**src/logic/ovm_defines.vh**
```
// Register map, field positions and reset values of the VBUS monitor
`ifndef OVM_DEFINES_VH
`define OVM_DEFINES_VH

// ****************************************************************
// Register byte offsets
// ****************************************************************
`define OVM_REG_CMP_STATUS 8'h00
`define OVM_REG_IE_RISE 8'h04
`define OVM_REG_IE_FALL 8'h08
`define OVM_REG_OTG_CTRL 8'h0c
`define OVM_REG_EXT_IND 8'h10
`define OVM_REG_EVT_STATUS 8'h14
`define OVM_REG_EVT_MASK 8'h18

// ****************************************************************
// Field positions
// ****************************************************************
// Comparator fields sit in bits 3..1 of status, enable and event regs
`define OVM_CMP_LSB 1
`define OVM_CMP_MSB 3
// Channel index inside the three-bit comparator vectors
`define OVM_CH_BUSV 0
`define OVM_CH_SESSV 1
`define OVM_CH_SESSION_END_CMP 2
`define OVM_NUM_CH 3
`define OVM_OTG_PULLDOWN 3
`define OVM_OTG_PULLUP 4
`define OVM_EXT_SELECT 0
`define OVM_EXT_PASS 1
`define OVM_EXT_COMPL 2

// ****************************************************************
// Reset values and constants
// ****************************************************************
`define OVM_IE_RST 3'h7
`define OVM_CH_ZERO 3'h0
`define OVM_OTG_RST 2'h0
`define OVM_EXT_RST 3'h0
`define OVM_WORD_ZERO 32'h0000_0000
`define OVM_EXT_IND_LEVEL 1'b1
`define OVM_HTRANS_NONSEQ_BIT 1

`endif

```
**src/logic/ovm_cmp_chan.v**
```verilog
// One VBUS comparator channel: enable gating and edge events
`timescale 1ns/1ns
module ovm_cmp_chan #(
    parameter KEEP_RUNNING = 0
)(
    input wire hclk,
    input wire hresetn,
    input wire cmp_in,
    input wire rise_en,
    input wire fall_en,
    output wire status,
    output wire rise_evt,
    output wire fall_evt,
    output wire toggled
);

    reg cmp_ff;
    wire enabled;

    // ****************************************************************
    // Enable and status
    // ****************************************************************
    // Either enable keeps the comparator alive
    assign enabled = rise_en | fall_en;
    // A switched-off comparator reads zero unless it must keep running
    assign status = (enabled || KEEP_RUNNING != 0) ? cmp_ff : 1'b0;

    always @(posedge hclk or negedge hresetn)
    begin
        if (!hresetn)
            cmp_ff <= 1'b0;
        else
            cmp_ff <= cmp_in;
    end

    // ****************************************************************
    // Edge events
    // ****************************************************************
    assign rise_evt = rise_en & cmp_in & ~cmp_ff;
    assign fall_evt = fall_en & ~cmp_in & cmp_ff;
    // Raw change, independent of the interrupt enables
    assign toggled = cmp_in ^ cmp_ff;

endmodule

```
**src/logic/ovm_vbus_monitor.v**
```verilog
// VBUS monitor and pulsing control with AHB-Lite register access
//
// Notes on behaviour
// - Status register shows bus-valid, session-valid and session-end levels.
// - Session-end reads 1 once VBUS drops below its end threshold.
// - Session-end with both edge enables cleared is off and reads 0.
// - Every session-valid change raises a receive command to the link.
// - Session-valid enables gate only interrupts; receive commands continue.
// - Bus-valid with both edge enables cleared is off; status bit 1 is 0.
// - External indicator is a constant one; selection off after reset.
// - Selection 0: receive command bus-valid comes from the comparator.
// - Selection 1: complement gives 0, pass-through 1, else comparator.
// - Control bit 3 drives the VBUS pull-down for discharging.
// - Control bit 4 drives the VBUS pull-up for session request pulses.
`timescale 1ns/1ns
`include "ovm_defines.vh"
module ovm_vbus_monitor #(
    parameter AW = 8
)(
    input wire hclk,
    input wire hresetn,
    input wire hsel,
    input wire [AW-1:0] haddr,
    input wire [1:0] htrans,
    input wire hwrite,
    input wire [2:0] hsize,
    input wire [31:0] hwdata,
    input wire hready,
    output wire hreadyout,
    output wire hresp,
    output wire [31:0] hrdata,
    input wire bus_valid_cmp,
    input wire session_valid_cmp,
    input wire session_end_cmp,
    output wire vbus_pulldown_ctl,
    output wire vbus_pullup_ctl,
    output wire rxcmd_valid,
    input wire rxcmd_ready,
    output wire rxcmd_bus_valid,
    output wire rxcmd_sess_valid,
    output wire rxcmd_sess_end,
    output wire irq
);

    // ****************************************************************
    // Declarations
    // ****************************************************************
    reg [2:0] ie_rise_ff;
    reg [2:0] ie_fall_ff;
    reg [1:0] otg_ctl_ff;
    reg [2:0] ext_ind_ff;
    reg [2:0] evt_ff;
    reg [2:0] evt_mask_ff;
    reg [2:0] nxt_evt;
    reg wr_pend_ff;
    reg rd_wait_ff;
    reg [AW-1:0] addr_ff;
    reg [31:0] hrdata_ff;
    reg [31:0] rd_mux;
    reg rxcmd_valid_ff;
    reg rxcmd_busv_ff;
    reg rxcmd_sessv_ff;
    reg rxcmd_send_ff;
    reg rxcmd_busv_src_ff;
    wire [2:0] cmp_raw;
    wire [2:0] cmp_status;
    wire [2:0] rise_evt;
    wire [2:0] fall_evt;
    wire [2:0] toggled;
    wire [2:0] evt_set;
    wire [2:0] evt_clr;
    wire addr_take;
    wire wr_hit;
    wire busv_src;
    wire rxcmd_change;

    assign cmp_raw[`OVM_CH_BUSV] = bus_valid_cmp;
    assign cmp_raw[`OVM_CH_SESSV] = session_valid_cmp;
    assign cmp_raw[`OVM_CH_SESSION_END_CMP] = session_end_cmp;

    // ****************************************************************
    // Comparator channels
    // ****************************************************************
    // Only session-valid stays running with its enables cleared
    genvar gi;
    generate
        for (gi = 0; gi < `OVM_NUM_CH; gi = gi + 1)
        begin : g_chan
            ovm_cmp_chan #(
                .KEEP_RUNNING(gi == `OVM_CH_SESSV)
            ) u_chan (
                .hclk(hclk),
                .hresetn(hresetn),
                .cmp_in(cmp_raw[gi]),
                .rise_en(ie_rise_ff[gi]),
                .fall_en(ie_fall_ff[gi]),
                .status(cmp_status[gi]),
                .rise_evt(rise_evt[gi]),
                .fall_evt(fall_evt[gi]),
                .toggled(toggled[gi])
            );
        end
    endgenerate

    // ****************************************************************
    // AHB-Lite address and data phase
    // ****************************************************************
    // Writes finish with no wait state. Reads take one wait state so
    // that a read right behind a write sees the freshly written value.
    assign addr_take = hsel & htrans[`OVM_HTRANS_NONSEQ_BIT] & hready;
    assign wr_hit = wr_pend_ff;
    assign hreadyout = ~rd_wait_ff;
    assign hresp = 1'b0;
    assign hrdata = hrdata_ff;

    always @(posedge hclk or negedge hresetn)
    begin
        if (!hresetn)
        begin
            wr_pend_ff <= 1'b0;
            rd_wait_ff <= 1'b0;
            addr_ff <= {AW{1'b0}};
        end
        else
        begin
            wr_pend_ff <= addr_take & hwrite;
            rd_wait_ff <= addr_take & ~hwrite;
            if (addr_take)
                addr_ff <= haddr;
        end
    end

    // ****************************************************************
    // Read multiplexer
    // ****************************************************************
    always @*
    begin
        rd_mux = `OVM_WORD_ZERO;
        case (addr_ff)
            `OVM_REG_CMP_STATUS:
                rd_mux[`OVM_CMP_MSB:`OVM_CMP_LSB] = cmp_status;
            `OVM_REG_IE_RISE:
                rd_mux[`OVM_CMP_MSB:`OVM_CMP_LSB] = ie_rise_ff;
            `OVM_REG_IE_FALL:
                rd_mux[`OVM_CMP_MSB:`OVM_CMP_LSB] = ie_fall_ff;
            `OVM_REG_OTG_CTRL:
            begin
                rd_mux[`OVM_OTG_PULLDOWN] = otg_ctl_ff[0];
                rd_mux[`OVM_OTG_PULLUP] = otg_ctl_ff[1];
            end
            `OVM_REG_EXT_IND:
                rd_mux[`OVM_EXT_COMPL:`OVM_EXT_SELECT] = ext_ind_ff;
            `OVM_REG_EVT_STATUS:
                rd_mux[`OVM_CMP_MSB:`OVM_CMP_LSB] = evt_ff;
            `OVM_REG_EVT_MASK:
                rd_mux[`OVM_CMP_MSB:`OVM_CMP_LSB] = evt_mask_ff;
            default:
                rd_mux = `OVM_WORD_ZERO;
        endcase
    end

    always @(posedge hclk or negedge hresetn)
    begin
        if (!hresetn)
            hrdata_ff <= `OVM_WORD_ZERO;
        else if (rd_wait_ff)
            hrdata_ff <= rd_mux;
    end

    // ****************************************************************
    // Control registers
    // ****************************************************************
    // Enables come up set so every comparator is live after reset
    always @(posedge hclk or negedge hresetn)
    begin
        if (!hresetn)
        begin
            ie_rise_ff <= `OVM_IE_RST;
            ie_fall_ff <= `OVM_IE_RST;
            otg_ctl_ff <= `OVM_OTG_RST;
            ext_ind_ff <= `OVM_EXT_RST;
            evt_mask_ff <= `OVM_CH_ZERO;
        end
        else if (wr_hit)
        begin
            case (addr_ff)
                `OVM_REG_IE_RISE:
                    ie_rise_ff <= hwdata[`OVM_CMP_MSB:`OVM_CMP_LSB];
                `OVM_REG_IE_FALL:
                    ie_fall_ff <= hwdata[`OVM_CMP_MSB:`OVM_CMP_LSB];
                `OVM_REG_OTG_CTRL:
                    otg_ctl_ff <= {hwdata[`OVM_OTG_PULLUP],
                        hwdata[`OVM_OTG_PULLDOWN]};
                `OVM_REG_EXT_IND:
                    ext_ind_ff <= hwdata[`OVM_EXT_COMPL:`OVM_EXT_SELECT];
                `OVM_REG_EVT_MASK:
                    evt_mask_ff <= hwdata[`OVM_CMP_MSB:`OVM_CMP_LSB];
                default:
                    evt_mask_ff <= evt_mask_ff;
            endcase
        end
    end

    // ****************************************************************
    // Pulsing resistor controls
    // ****************************************************************
    // Both may be set at once; software keeps them exclusive
    assign vbus_pulldown_ctl = otg_ctl_ff[0];
    assign vbus_pullup_ctl = otg_ctl_ff[1];

    // ****************************************************************
    // Interrupt events
    // ****************************************************************
    // Edge events of disabled comparators never reach the sticky bits
    assign evt_set = rise_evt | fall_evt;
    assign evt_clr = (wr_hit && addr_ff == `OVM_REG_EVT_STATUS) ?
        hwdata[`OVM_CMP_MSB:`OVM_CMP_LSB] : `OVM_CH_ZERO;

    always @*
    begin
        // A new event in the clearing cycle survives the clear
        nxt_evt = (evt_ff & ~evt_clr) | evt_set;
    end

    always @(posedge hclk or negedge hresetn)
    begin
        if (!hresetn)
            evt_ff <= `OVM_CH_ZERO;
        else
            evt_ff <= nxt_evt;
    end

    assign irq = |(evt_ff & evt_mask_ff);

    // ****************************************************************
    // Receive command bus-valid source
    // ****************************************************************
    // The external indicator is fixed high, so pass-through forces one
    assign busv_src = !ext_ind_ff[`OVM_EXT_SELECT] ?
        cmp_status[`OVM_CH_BUSV] :
        ext_ind_ff[`OVM_EXT_COMPL] ? 1'b0 :
        ext_ind_ff[`OVM_EXT_PASS] ? `OVM_EXT_IND_LEVEL :
        cmp_status[`OVM_CH_BUSV];

    always @(posedge hclk or negedge hresetn)
    begin
        if (!hresetn)
            rxcmd_busv_src_ff <= 1'b0;
        else
            rxcmd_busv_src_ff <= busv_src;
    end

    // ****************************************************************
    // Receive command generation
    // ****************************************************************
    // Session-valid toggles raise a command whatever its enables say.
    // Only the latest state is kept: changes while one waits merge.
    assign rxcmd_change = toggled[`OVM_CH_SESSV] |
        (busv_src ^ rxcmd_busv_src_ff) |
        toggled[`OVM_CH_SESSION_END_CMP];

    always @(posedge hclk or negedge hresetn)
    begin
        if (!hresetn)
        begin
            rxcmd_valid_ff <= 1'b0;
            rxcmd_busv_ff <= 1'b0;
            rxcmd_sessv_ff <= 1'b0;
            rxcmd_send_ff <= 1'b0;
        end
        else
        begin
            if (rxcmd_change)
                rxcmd_valid_ff <= 1'b1;
            else if (rxcmd_ready)
                rxcmd_valid_ff <= 1'b0;
            rxcmd_busv_ff <= busv_src;
            rxcmd_sessv_ff <= session_valid_cmp;
            // Taken from the pin so the command that announces a
            // session-end change already carries the new level
            rxcmd_send_ff <= session_end_cmp;
        end
    end

    assign rxcmd_valid = rxcmd_valid_ff;
    assign rxcmd_bus_valid = rxcmd_busv_ff;
    assign rxcmd_sess_valid = rxcmd_sessv_ff;
    assign rxcmd_sess_end = rxcmd_send_ff;

endmodule

```
**config.mk**
```make
export PLATFORM = sky130hd
export DESIGN_NAME = ovm_vbus_monitor
export DESIGN_NICKNAME = d
export VERILOG_FILES = /design/src/logic/ovm_cmp_chan.v /design/src/logic/ovm_vbus_monitor.v
export VERILOG_INCLUDE_DIRS = /design/src /design/src/logic
export SDC_FILE = /design/constraint.sdc
export NUM_CORES = 1
export LEC_CHECK = 0
export BUFFER_PORTS_ARGS = -buffer_cell sky130_fd_sc_hd__buf_4
export CAP_MARGIN = 20
export CORE_MARGIN = 5
export CORE_UTILIZATION = 49
export DETAILED_ROUTE_END_ITERATION = 8
export PLACE_DENSITY = 0.85
export SLEW_MARGIN = 20
export SYNTH_ARGS = -nofsm -noshare
export SYNTH_HDL_FRONTEND = slang
export SYNTH_SLANG_ARGS = --single-unit
```
**constraint.sdc**
```tcl
create_clock -name hclk -period 4.5 [get_ports hclk]
set_clock_uncertainty 0.2 [all_clocks]
set_input_delay 0.225 -clock hclk [delete_from_list [all_inputs] [get_ports hclk]]
set_output_delay 0.225 -clock hclk [all_outputs]
set_load 0.03 [all_outputs]
```
Yosys cells after proc, flatten, opt, wreduce, memory -nomap -nowiden
Cells that the tools add are included.
{"block": "totals", "input_bits": 54, "reg_bits": 37, "output_inout_bits": 41, "wordCells": 78}
{"block": "op_classes", "n_eq_ne": 6, "bitwise": 36, "n_reduce_logical": 9, "mux": 12}
{"operator": "8-bit by 5-bit == test with 1-bit output (second input constant)", "n": 3}
{"operator": "1-bit AND", "n": 16}
{"operator": "8-bit by 4-bit == test with 1-bit output (second input constant)", "n": 2}
{"operator": "2-bit case mux with 6 select lines", "n": 1}
{"operator": "2-bit AND reduction", "n": 5}
{"operator": "1-bit two-way mux", "n": 9}
{"operator": "8-bit by 3-bit == test with 1-bit output (second input constant)", "n": 1}
{"operator": "8-bit logical NOT", "n": 1}
{"operator": "1-bit NOT", "n": 8}
{"operator": "3-bit AND", "n": 2}
{"operator": "3-bit OR", "n": 2}
{"operator": "1-bit case mux with 6 select lines", "n": 1}
{"operator": "1-bit OR", "n": 4}
{"operator": "3-bit two-way mux", "n": 1}
{"operator": "3-bit NOT", "n": 1}
{"operator": "3-bit OR reduction", "n": 1}
{"operator": "1-bit XOR", "n": 3}
{"operator": "2-bit nonzero test", "n": 1}
{"operator": "1-bit logical AND", "n": 1}

Depth between registers and ports, before layout
Gate-level depths: netlist of run 1.
{"block": "depth", "word_depth": 9, "ltp_mapped": 6, "ltp_nobuf": 5}

By module
From an unflattened synthesis of run 1, not the netlist that was laid out.
{"block": "hier_totals", "hier_cells": 167, "area_unflattened_um2": 2073.2}
{"mod": "ovm_vbus_monitor", "area_per_inst_um2": 1901.8, "seq_area_each_um2": 908.4, "n_inst": 1, "cells_per_inst": 153}
{"mod": "ovm_cmp_chan at g_chan[0].u_chan ...", "area_per_inst_um2": 60.1, "seq_area_each_um2": 25.0, "n_inst": 2, "cells_per_inst": 5}
{"mod": "ovm_cmp_chan at g_chan[1].u_chan", "area_per_inst_um2": 51.3, "seq_area_each_um2": 25.0, "n_inst": 1, "cells_per_inst": 4}

Worst setup path after synthesis of run 1
No wires, ideal clock.
{"block": "synth_timing", "path_kind": "reg-to-reg", "from": "reg addr_ff[3]", "to": "reg ext_ind_ff[0]", "setup_slack_ns": 2.793, "n_path_buf": 1, "setup_ns": 0.125, "arrival_ns": 1.382, "path_stages_with_launch": 5, "cell_sequence": "dfrtp_1 -> buf_4 -> nor4_2 -> and2b_1 -> mux2_2"}
{"block": "synth_via", "elab_chain_cells": 2}
{"element": "start, declared", "line_no": "ovm_vbus_monitor.v:57", "rtl": "reg [AW-1:0] addr_ff;"}
{"element": "start signal, assigned", "line_no": "ovm_vbus_monitor.v:122", "rtl": "addr_ff <= {AW{1'b0}};"}
{"element": "start signal, assigned", "line_no": "ovm_vbus_monitor.v:129", "rtl": "addr_ff <= haddr;"}
{"element": "8-bit by 5-bit == test with 1-bit output", "line_no": "ovm_vbus_monitor.v:186", "rtl": "case (addr_ff)"}
{"element": "2-bit AND reduction (no line)"}
{"element": "end signal, assigned", "line_no": "ovm_vbus_monitor.v:181", "rtl": "ext_ind_ff <= `OVM_EXT_RST;"}
{"element": "end signal, assigned", "line_no": "ovm_vbus_monitor.v:195", "rtl": "ext_ind_ff <= hwdata[`OVM_EXT_COMPL:`OVM_EXT_SELECT];"}
{"element": "end, declared", "line_no": "ovm_vbus_monitor.v:51", "rtl": "reg [2:0] ext_ind_ff;"}
No other way between the ends.
A chain may end at the register's enable or synchronous reset.

Final worst setup path of run 1
{"block": "layout_timing", "from": "reg addr_ff[3]", "to": "reg ext_ind_ff[1]"}
Same word-level chain as after synthesis.

==> results of run 1 <==
## cell usage in the layout, fill, tap and decap left out, types with 3 or more instances in the layout
master	instances
nand2_1	11
clkbuf_8	7
a21oi_1	4
o21ai_0	4
mux2_2	14
nor2_1	6
dlygate4sd3_1	19
xnor2_1	3
buf_4	35
dfrtp_1	31
dfstp_2	6
mux2i_1	3
inv_1	6
mux2_1	9
conb_1	28
## sequential cells by signal, indices dropped and copies added, names as in the netlist, 2 cells and up
signal,count
addr_ff,8
evt_mask_ff,3
g_chan.u_chan.cmp_ff,2
hrdata,5
otg_ctl_ff,2
ie_rise_ff,3
ext_ind_ff,3
evt_ff,3
ie_fall_ff,3
## through the flow
stage          setup slack [ns]  utilization  cell area [sq um]  hold WS (ns)
2_1_floorplan             2.793            -               2033       -0.2706
3_3_place_gp              2.642       0.5689               2130      0.005068
3_5_place_dp              2.635       0.5689               2130      0.009698
4_1_cts                   2.610       0.6467               2421        0.2370
5_1_grt                   2.514       0.6467               2421        0.2892
6_report                  2.582       0.6467               2421        0.2193
## metal layers
metal | GRT usage | part of all wire
met3 | 0.04821 | 0.085
met1 | 0.1916 | 0.41
met2 | 0.2615 | 0.50
met5 | 0 | 0
met4 | 0.04303 | 0.0071
## what timing repair did
item	4_1_cts	5_1_grt
setup endpoints to repair	0	0
hold endpoints to repair	55	0
buffers inserted	0	0
resized for setup	0	0
hold buffers	19	0
## worst reg2reg max path, cell delays in order (launching register included)
cell,delay [ns]
dfrtp_1,0.48
nor4_2,0.52
and2b_1,0.26
mux2_2,0.35
## power breakdown
part           switching [mW]  leakage (nW)  internal (mW)  total (mW)
sequential             0.0367         0.445          0.366       0.403
combinational           0.104         0.618         0.0785       0.183
clock                   0.118        0.0542          0.138       0.256
total                   0.259          1.12          0.583       0.842
## kinds of logic (layout without fill, tap and decap cells)
family	Yosys count	after routing	synth area share
mux	26	26	0.1496
xor+xnor	3	3	0.01360
other cells	1	28	0.001941
compound gates	28	28	0.1075
simple gates	38	38	0.1153
buf+inv	37	68	0.1289
flops	37	37	0.4832
## how the worst max path moves through the flow
stage / startpoint / endpoint / slack [ns] / cells after the start
finish: addr_ff[3] / ext_ind_ff[1] / 2.58 / 3
global route: addr_ff[7] / evt_ff[2] / 2.51 / 5
CTS: addr_ff[7] / evt_mask_ff[2] / 2.61 / 4
detailed placement: addr_ff[1] / otg_ctl_ff[0] / 2.63 / 4
global placement: addr_ff[3] / ext_ind_ff[1] / 2.64 / 3
floorplan: addr_ff[3] / ext_ind_ff[0] / 2.79 / 4
## area by class of cell
| cell class | count | area [sq um] | area share |
|---|---|---|---|
| well taps | 48 | 60.06 | 0.02481 |
| flip-flops and latches | 37 | 933.4 | 0.3855 |
| clock buffers | 7 | 96.34 | 0.03979 |
| clock inverters | 1 | 5.005 | 0.002067 |
| repair buffers | 54 | 452.9 | 0.1871 |
| multi-input cells | 123 | 850.8 | 0.3514 |
| inverters | 6 | 22.52 | 0.009302 |
==> flow_summary.ini, run 1 <==
[yosys]
synthCells = 170
yosys.area.top_type_share = 0.4016
yosys_warnings = 0
avgSynthCellArea_sq_um = 11.36
ys_ff_latch = 37
synth_area_leader_cell = dfrtp_1
synth_area_sq_um = 1932
yosysUniqueCellTypes = 50
ys_top_cells_by_count = dfrtp_1, buf_4, mux2_2
synth_edf_count = 0
async_flop_share = 1.000
synth.area.top_cells = dfrtp_1, buf_4, dfstp_2
synth_most_common_cell = dfrtp_1
synth_ff_type = dfrtp_1
ys_seq_area_frac = 0.4832

[clock_network]
cts_tree = yes
numCtsBuffers = 5
cts_buffer_depth = 2
root_buffer = clkbuf_8
clk_pin_slew_worst_paths_ns = 0.07
insertion_delay_ns = 0.29
clock-sinks = 37
htree_levels = 2

[sta]
setup_viol = 0
final_max_slew_viol_count = 0
grt_setup_unrepaired = false
setup_tns_ns = 0
hold_viol = 0
max_clock_freq_ghz = 0.5215
fin_crit_ns = 1.918
finalCritPeriodShare = 0.4261

[setup_path]
r2r_slack_ns = 2.58
worstSetupStartpointType = flip-flop
max_stage_delay_ns = 0.52
arrival_ns = 1.90
crit_required_ns = 4.48
path_class = flip-flop to flip-flop
cp_num_buf_inv = 0
path_cells = nor4_2 -> and2b_1 -> mux2_2
worstPathMaxFanout = 8
r2r_start = addr_ff[3]
crit_path_end_kind = flip-flop
crit_family = simple AND/OR/NAND/NOR gates
crit_path_top_delay_cell = nor4_2
r2r_end = ext_ind_ff[1]
reg2reg_depth = 3

[grt]
grt_first_pass_wirelength_microns = 6285
grt_use_total = 0.1552
antenna_found_initial = 0
gr-total-overflow = 0
grt_start_max_net_pins = 38
grt_pass1_vias = 1352

[route]
via_per_inst = 5.127
drt_iter0_markers = 52
first_pass_iters = 4
post_drt_wl_per_cell_microns = 14.74
wirelength_microns = 4067
vias = 1415
drc = 0
detail-route-antenna-nets = 0

[layout]
antennaDiodeCount = 0
final_nets = 281
num-fill-cells = 300
final_layout_size_suffix_gt1_frac = 0.3070
area_delta_synth_final_pct = 25.32
final_cells = 276

[die]
fp.coreArea_sq_um = 3744
start_util = 0.5160
die_y_microns = 72.79
floorplan.die_area_sq_um = 5298
fp.dieW_microns = 72.79
ios = 95
placementRows = 22

[status]
outcome = finished, final reports clean

[job]
drv_cap = 0

[pwr]
p_total_uw = 842.5
p_leak_nw = 1.118
power.density_cell_area_nw_per_um2 = 348.0
irDropWorstVdd_v = 0.0002624

[placed_design]
dp_cells = 249
gp_congestion = 0.8559
dp_hpwl_microns = 2812
io_buffers = 35

[hold_path]
hp-class = input port to asynchronous set/reset pin
Note: power is estimated with default switching activity, not from simulation.
==> inputs of run 2 (changes only) <==
--- a/config.mk
+++ b/config.mk
@@ -9,9 +9,9 @@
 export BUFFER_PORTS_ARGS = -buffer_cell sky130_fd_sc_hd__buf_4
 export CAP_MARGIN = 20
 export CORE_MARGIN = 5
-export CORE_UTILIZATION = 49
+export CORE_UTILIZATION = 46
 export DETAILED_ROUTE_END_ITERATION = 8
-export PLACE_DENSITY = 0.85
+export PLACE_DENSITY = 0.8
 export SLEW_MARGIN = 20
 export SYNTH_ARGS = -nofsm -noshare
 export SYNTH_HDL_FRONTEND = slang
==> constraint.sdc (replaced) <==
create_clock -name hclk -period 1.85 [get_ports hclk]
set_clock_uncertainty 0.2 [all_clocks]
set_input_delay 0.0925 -clock hclk [delete_from_list [all_inputs] [get_ports hclk]]
set_output_delay 0.0925 -clock hclk [all_outputs]
set_load 0.03 [all_outputs]
==> run 2 against run 1 <==
  * Routed wire length is 3.1% lower
  * Total power rose by 150%
  * Cell area is 2.6% higher
  * Hold slack worse by 0.12 ns
  * Die area is 5.6% higher
  * Utilization is 3.0 points lower
  * Largest power group unchanged
==> flow_summary.ini, run 2 (synthesis results as in run 1) <==
[sta]
setup_viol = 0
fin_crit_ns = 1.795
finalCritPeriodShare = 0.9701
hold_viol = 0
final_max_slew_viol_count = 0
holdWs_ns = 0.1002
max_clock_freq_ghz = 0.5572

[hold_path]
hp-class = input port to asynchronous set/reset pin

[layout]
final_cell_mix = buf_4, dfrtp_1, conb_1, dlygate4sd3_1, mux2_2
area_delta_synth_final_pct = 28.63
final_nets = 288
largest-register = addr_ff
final_common_cell = buf_4
antennaDiodeCount = 0
final_layout_size_suffix_gt1_frac = 0.3319
final_design_area_no_fill_sq_um = 2485
largest_reg_flops = 8

[route]
first_pass_iters = 4
detail-route-antenna-nets = 0
via_per_inst = 4.951
wirelength_microns = 3942
post_drt_wl_per_cell_microns = 13.83
vias = 1411
drc = 0
drt_iter0_markers = 58

[placed_design]
dpl_cell_area_sq_um = 2185
dp_hpwl_microns = 2901
gp_congestion = 0.8522
io_buffers = 35

[die]
ios = 95
fp.dieW_microns = 74.81
fp.coreArea_sq_um = 4029
start_util = 0.4795
placementRows = 23
die_y_microns = 74.81
floorplan.die_area_sq_um = 5596

[setup_path]
worstSetupStartpointType = flip-flop
crit_required_ns = 1.83
arrival_ns = 1.77
path_class = flip-flop to flip-flop
worstPathMaxFanout = 4
crit_path_end_kind = flip-flop

[grt]
grt_use_total = 0.1459
grt_first_pass_wirelength_microns = 6078
antenna_found_initial = 0
gr-total-overflow = 0
grt_start_max_net_pins = 38
grt_pass1_vias = 1328

[clock_network]
insertion_delay_ns = 0.29
htree_levels = 2
numCtsBuffers = 5
root_buffer = clkbuf_8
cts_buffer_depth = 2
clk_pin_slew_worst_paths_ns = 0.07
post_cts_buffers = 0
cts_tree = yes
clock-sinks = 37

[status]
outcome = finished, final reports clean

[pwr]
power.density_cell_area_nw_per_um2 = 836.0
irDropWorstVdd_v = 0.0005293
p_leak_nw = 1.154

[job]
drv_cap = 0
[run 2: changes by cell type in the layout (fill, tap and decap cells not counted)]
cell	previous run	this run
nor2_2	1	2
nor3_4	0	1
nor2_1	6	5
buf_4	35	42
nor3_2	2	1
[run 2: worst max-delay path, cell delays in order, from the launching register on]
cell and delay [ns]:
dfrtp_1 0.42, nor3_4 0.25, nand3_1 0.16, nor2_1 0.28
mux2_2 0.37
[run 2: through the flow]
step / utilization / total power, mW / worst slack [ns] / TNS, ns / instances
floorplan: - / 1.313 / 0.1433 / 0 / 197
global placement: 0.5422 / 1.424 / 0.06670 / 0 / 258
detailed placement: 0.5422 / 1.438 / 0.03683 / 0 / 258
CTS: 0.6146 / 2.085 / 0.005220 / 0 / 285
global route: 0.6168 / 2.177 / -0.00002531 / -0.00002531 / 285
finish: 0.6168 / 2.077 / 0.05534 / 0 / 285
[run 2: where the power goes]
group	switching [mW]	leakage, nW	internal (mW)
sequential	0.0749	0.445	0.892
combinational	0.275	0.655	0.222
clock	0.277	0.0542	0.336
total	0.627	1.15	1.45
[run 2: repair_timing]
item                       4_1_cts  5_1_grt
setup endpoints to repair        0        9
resized for setup                0        2
hold endpoints to repair        68        0
hold buffers                    19        0
[run 2: path summary, 6_finish.rpt]
path | end | startpoint | slack, ns | depth (start not counted)
hold reg to reg | hrdata[4] | hrdata[4] | 0.30 | 1
hold / removal | rxcmd_bus_valid | hresetn | 0.10 | 2
max in group asynchronous | ie_rise_ff[2] | hresetn | 1.00 | 2
setup reg to reg | evt_mask_ff[2] | addr_ff[7] | 0.06 | 4
min in group hclk | rd_wait_ff | htrans[1] | 0.14 | 3
setup / recovery | evt_mask_ff[2] | addr_ff[7] | 0.06 | 4
[run 2: area by class of cell]
| class | count | area (sq um) |
|---|---|---|
| Sequential cell | 37 | 933.4 |
| Inverter | 6 | 22.52 |
| Multi-Input combinational cell | 123 | 859.6 |
| Clock buffer | 7 | 96.34 |
| Clock inverter | 1 | 5.005 |
| Tap cell | 50 | 62.56 |
| Timing Repair Buffer | 61 | 505.5 |
| Fill cell | 329 | 1544 |
[run 2: per-layer routing]
metal	share of wire	global-route usage
met5	0	0
met4	0.014	0.05336
met3	0.076	0.04806
met2	0.49	0.2293
met1	0.42	0.1889
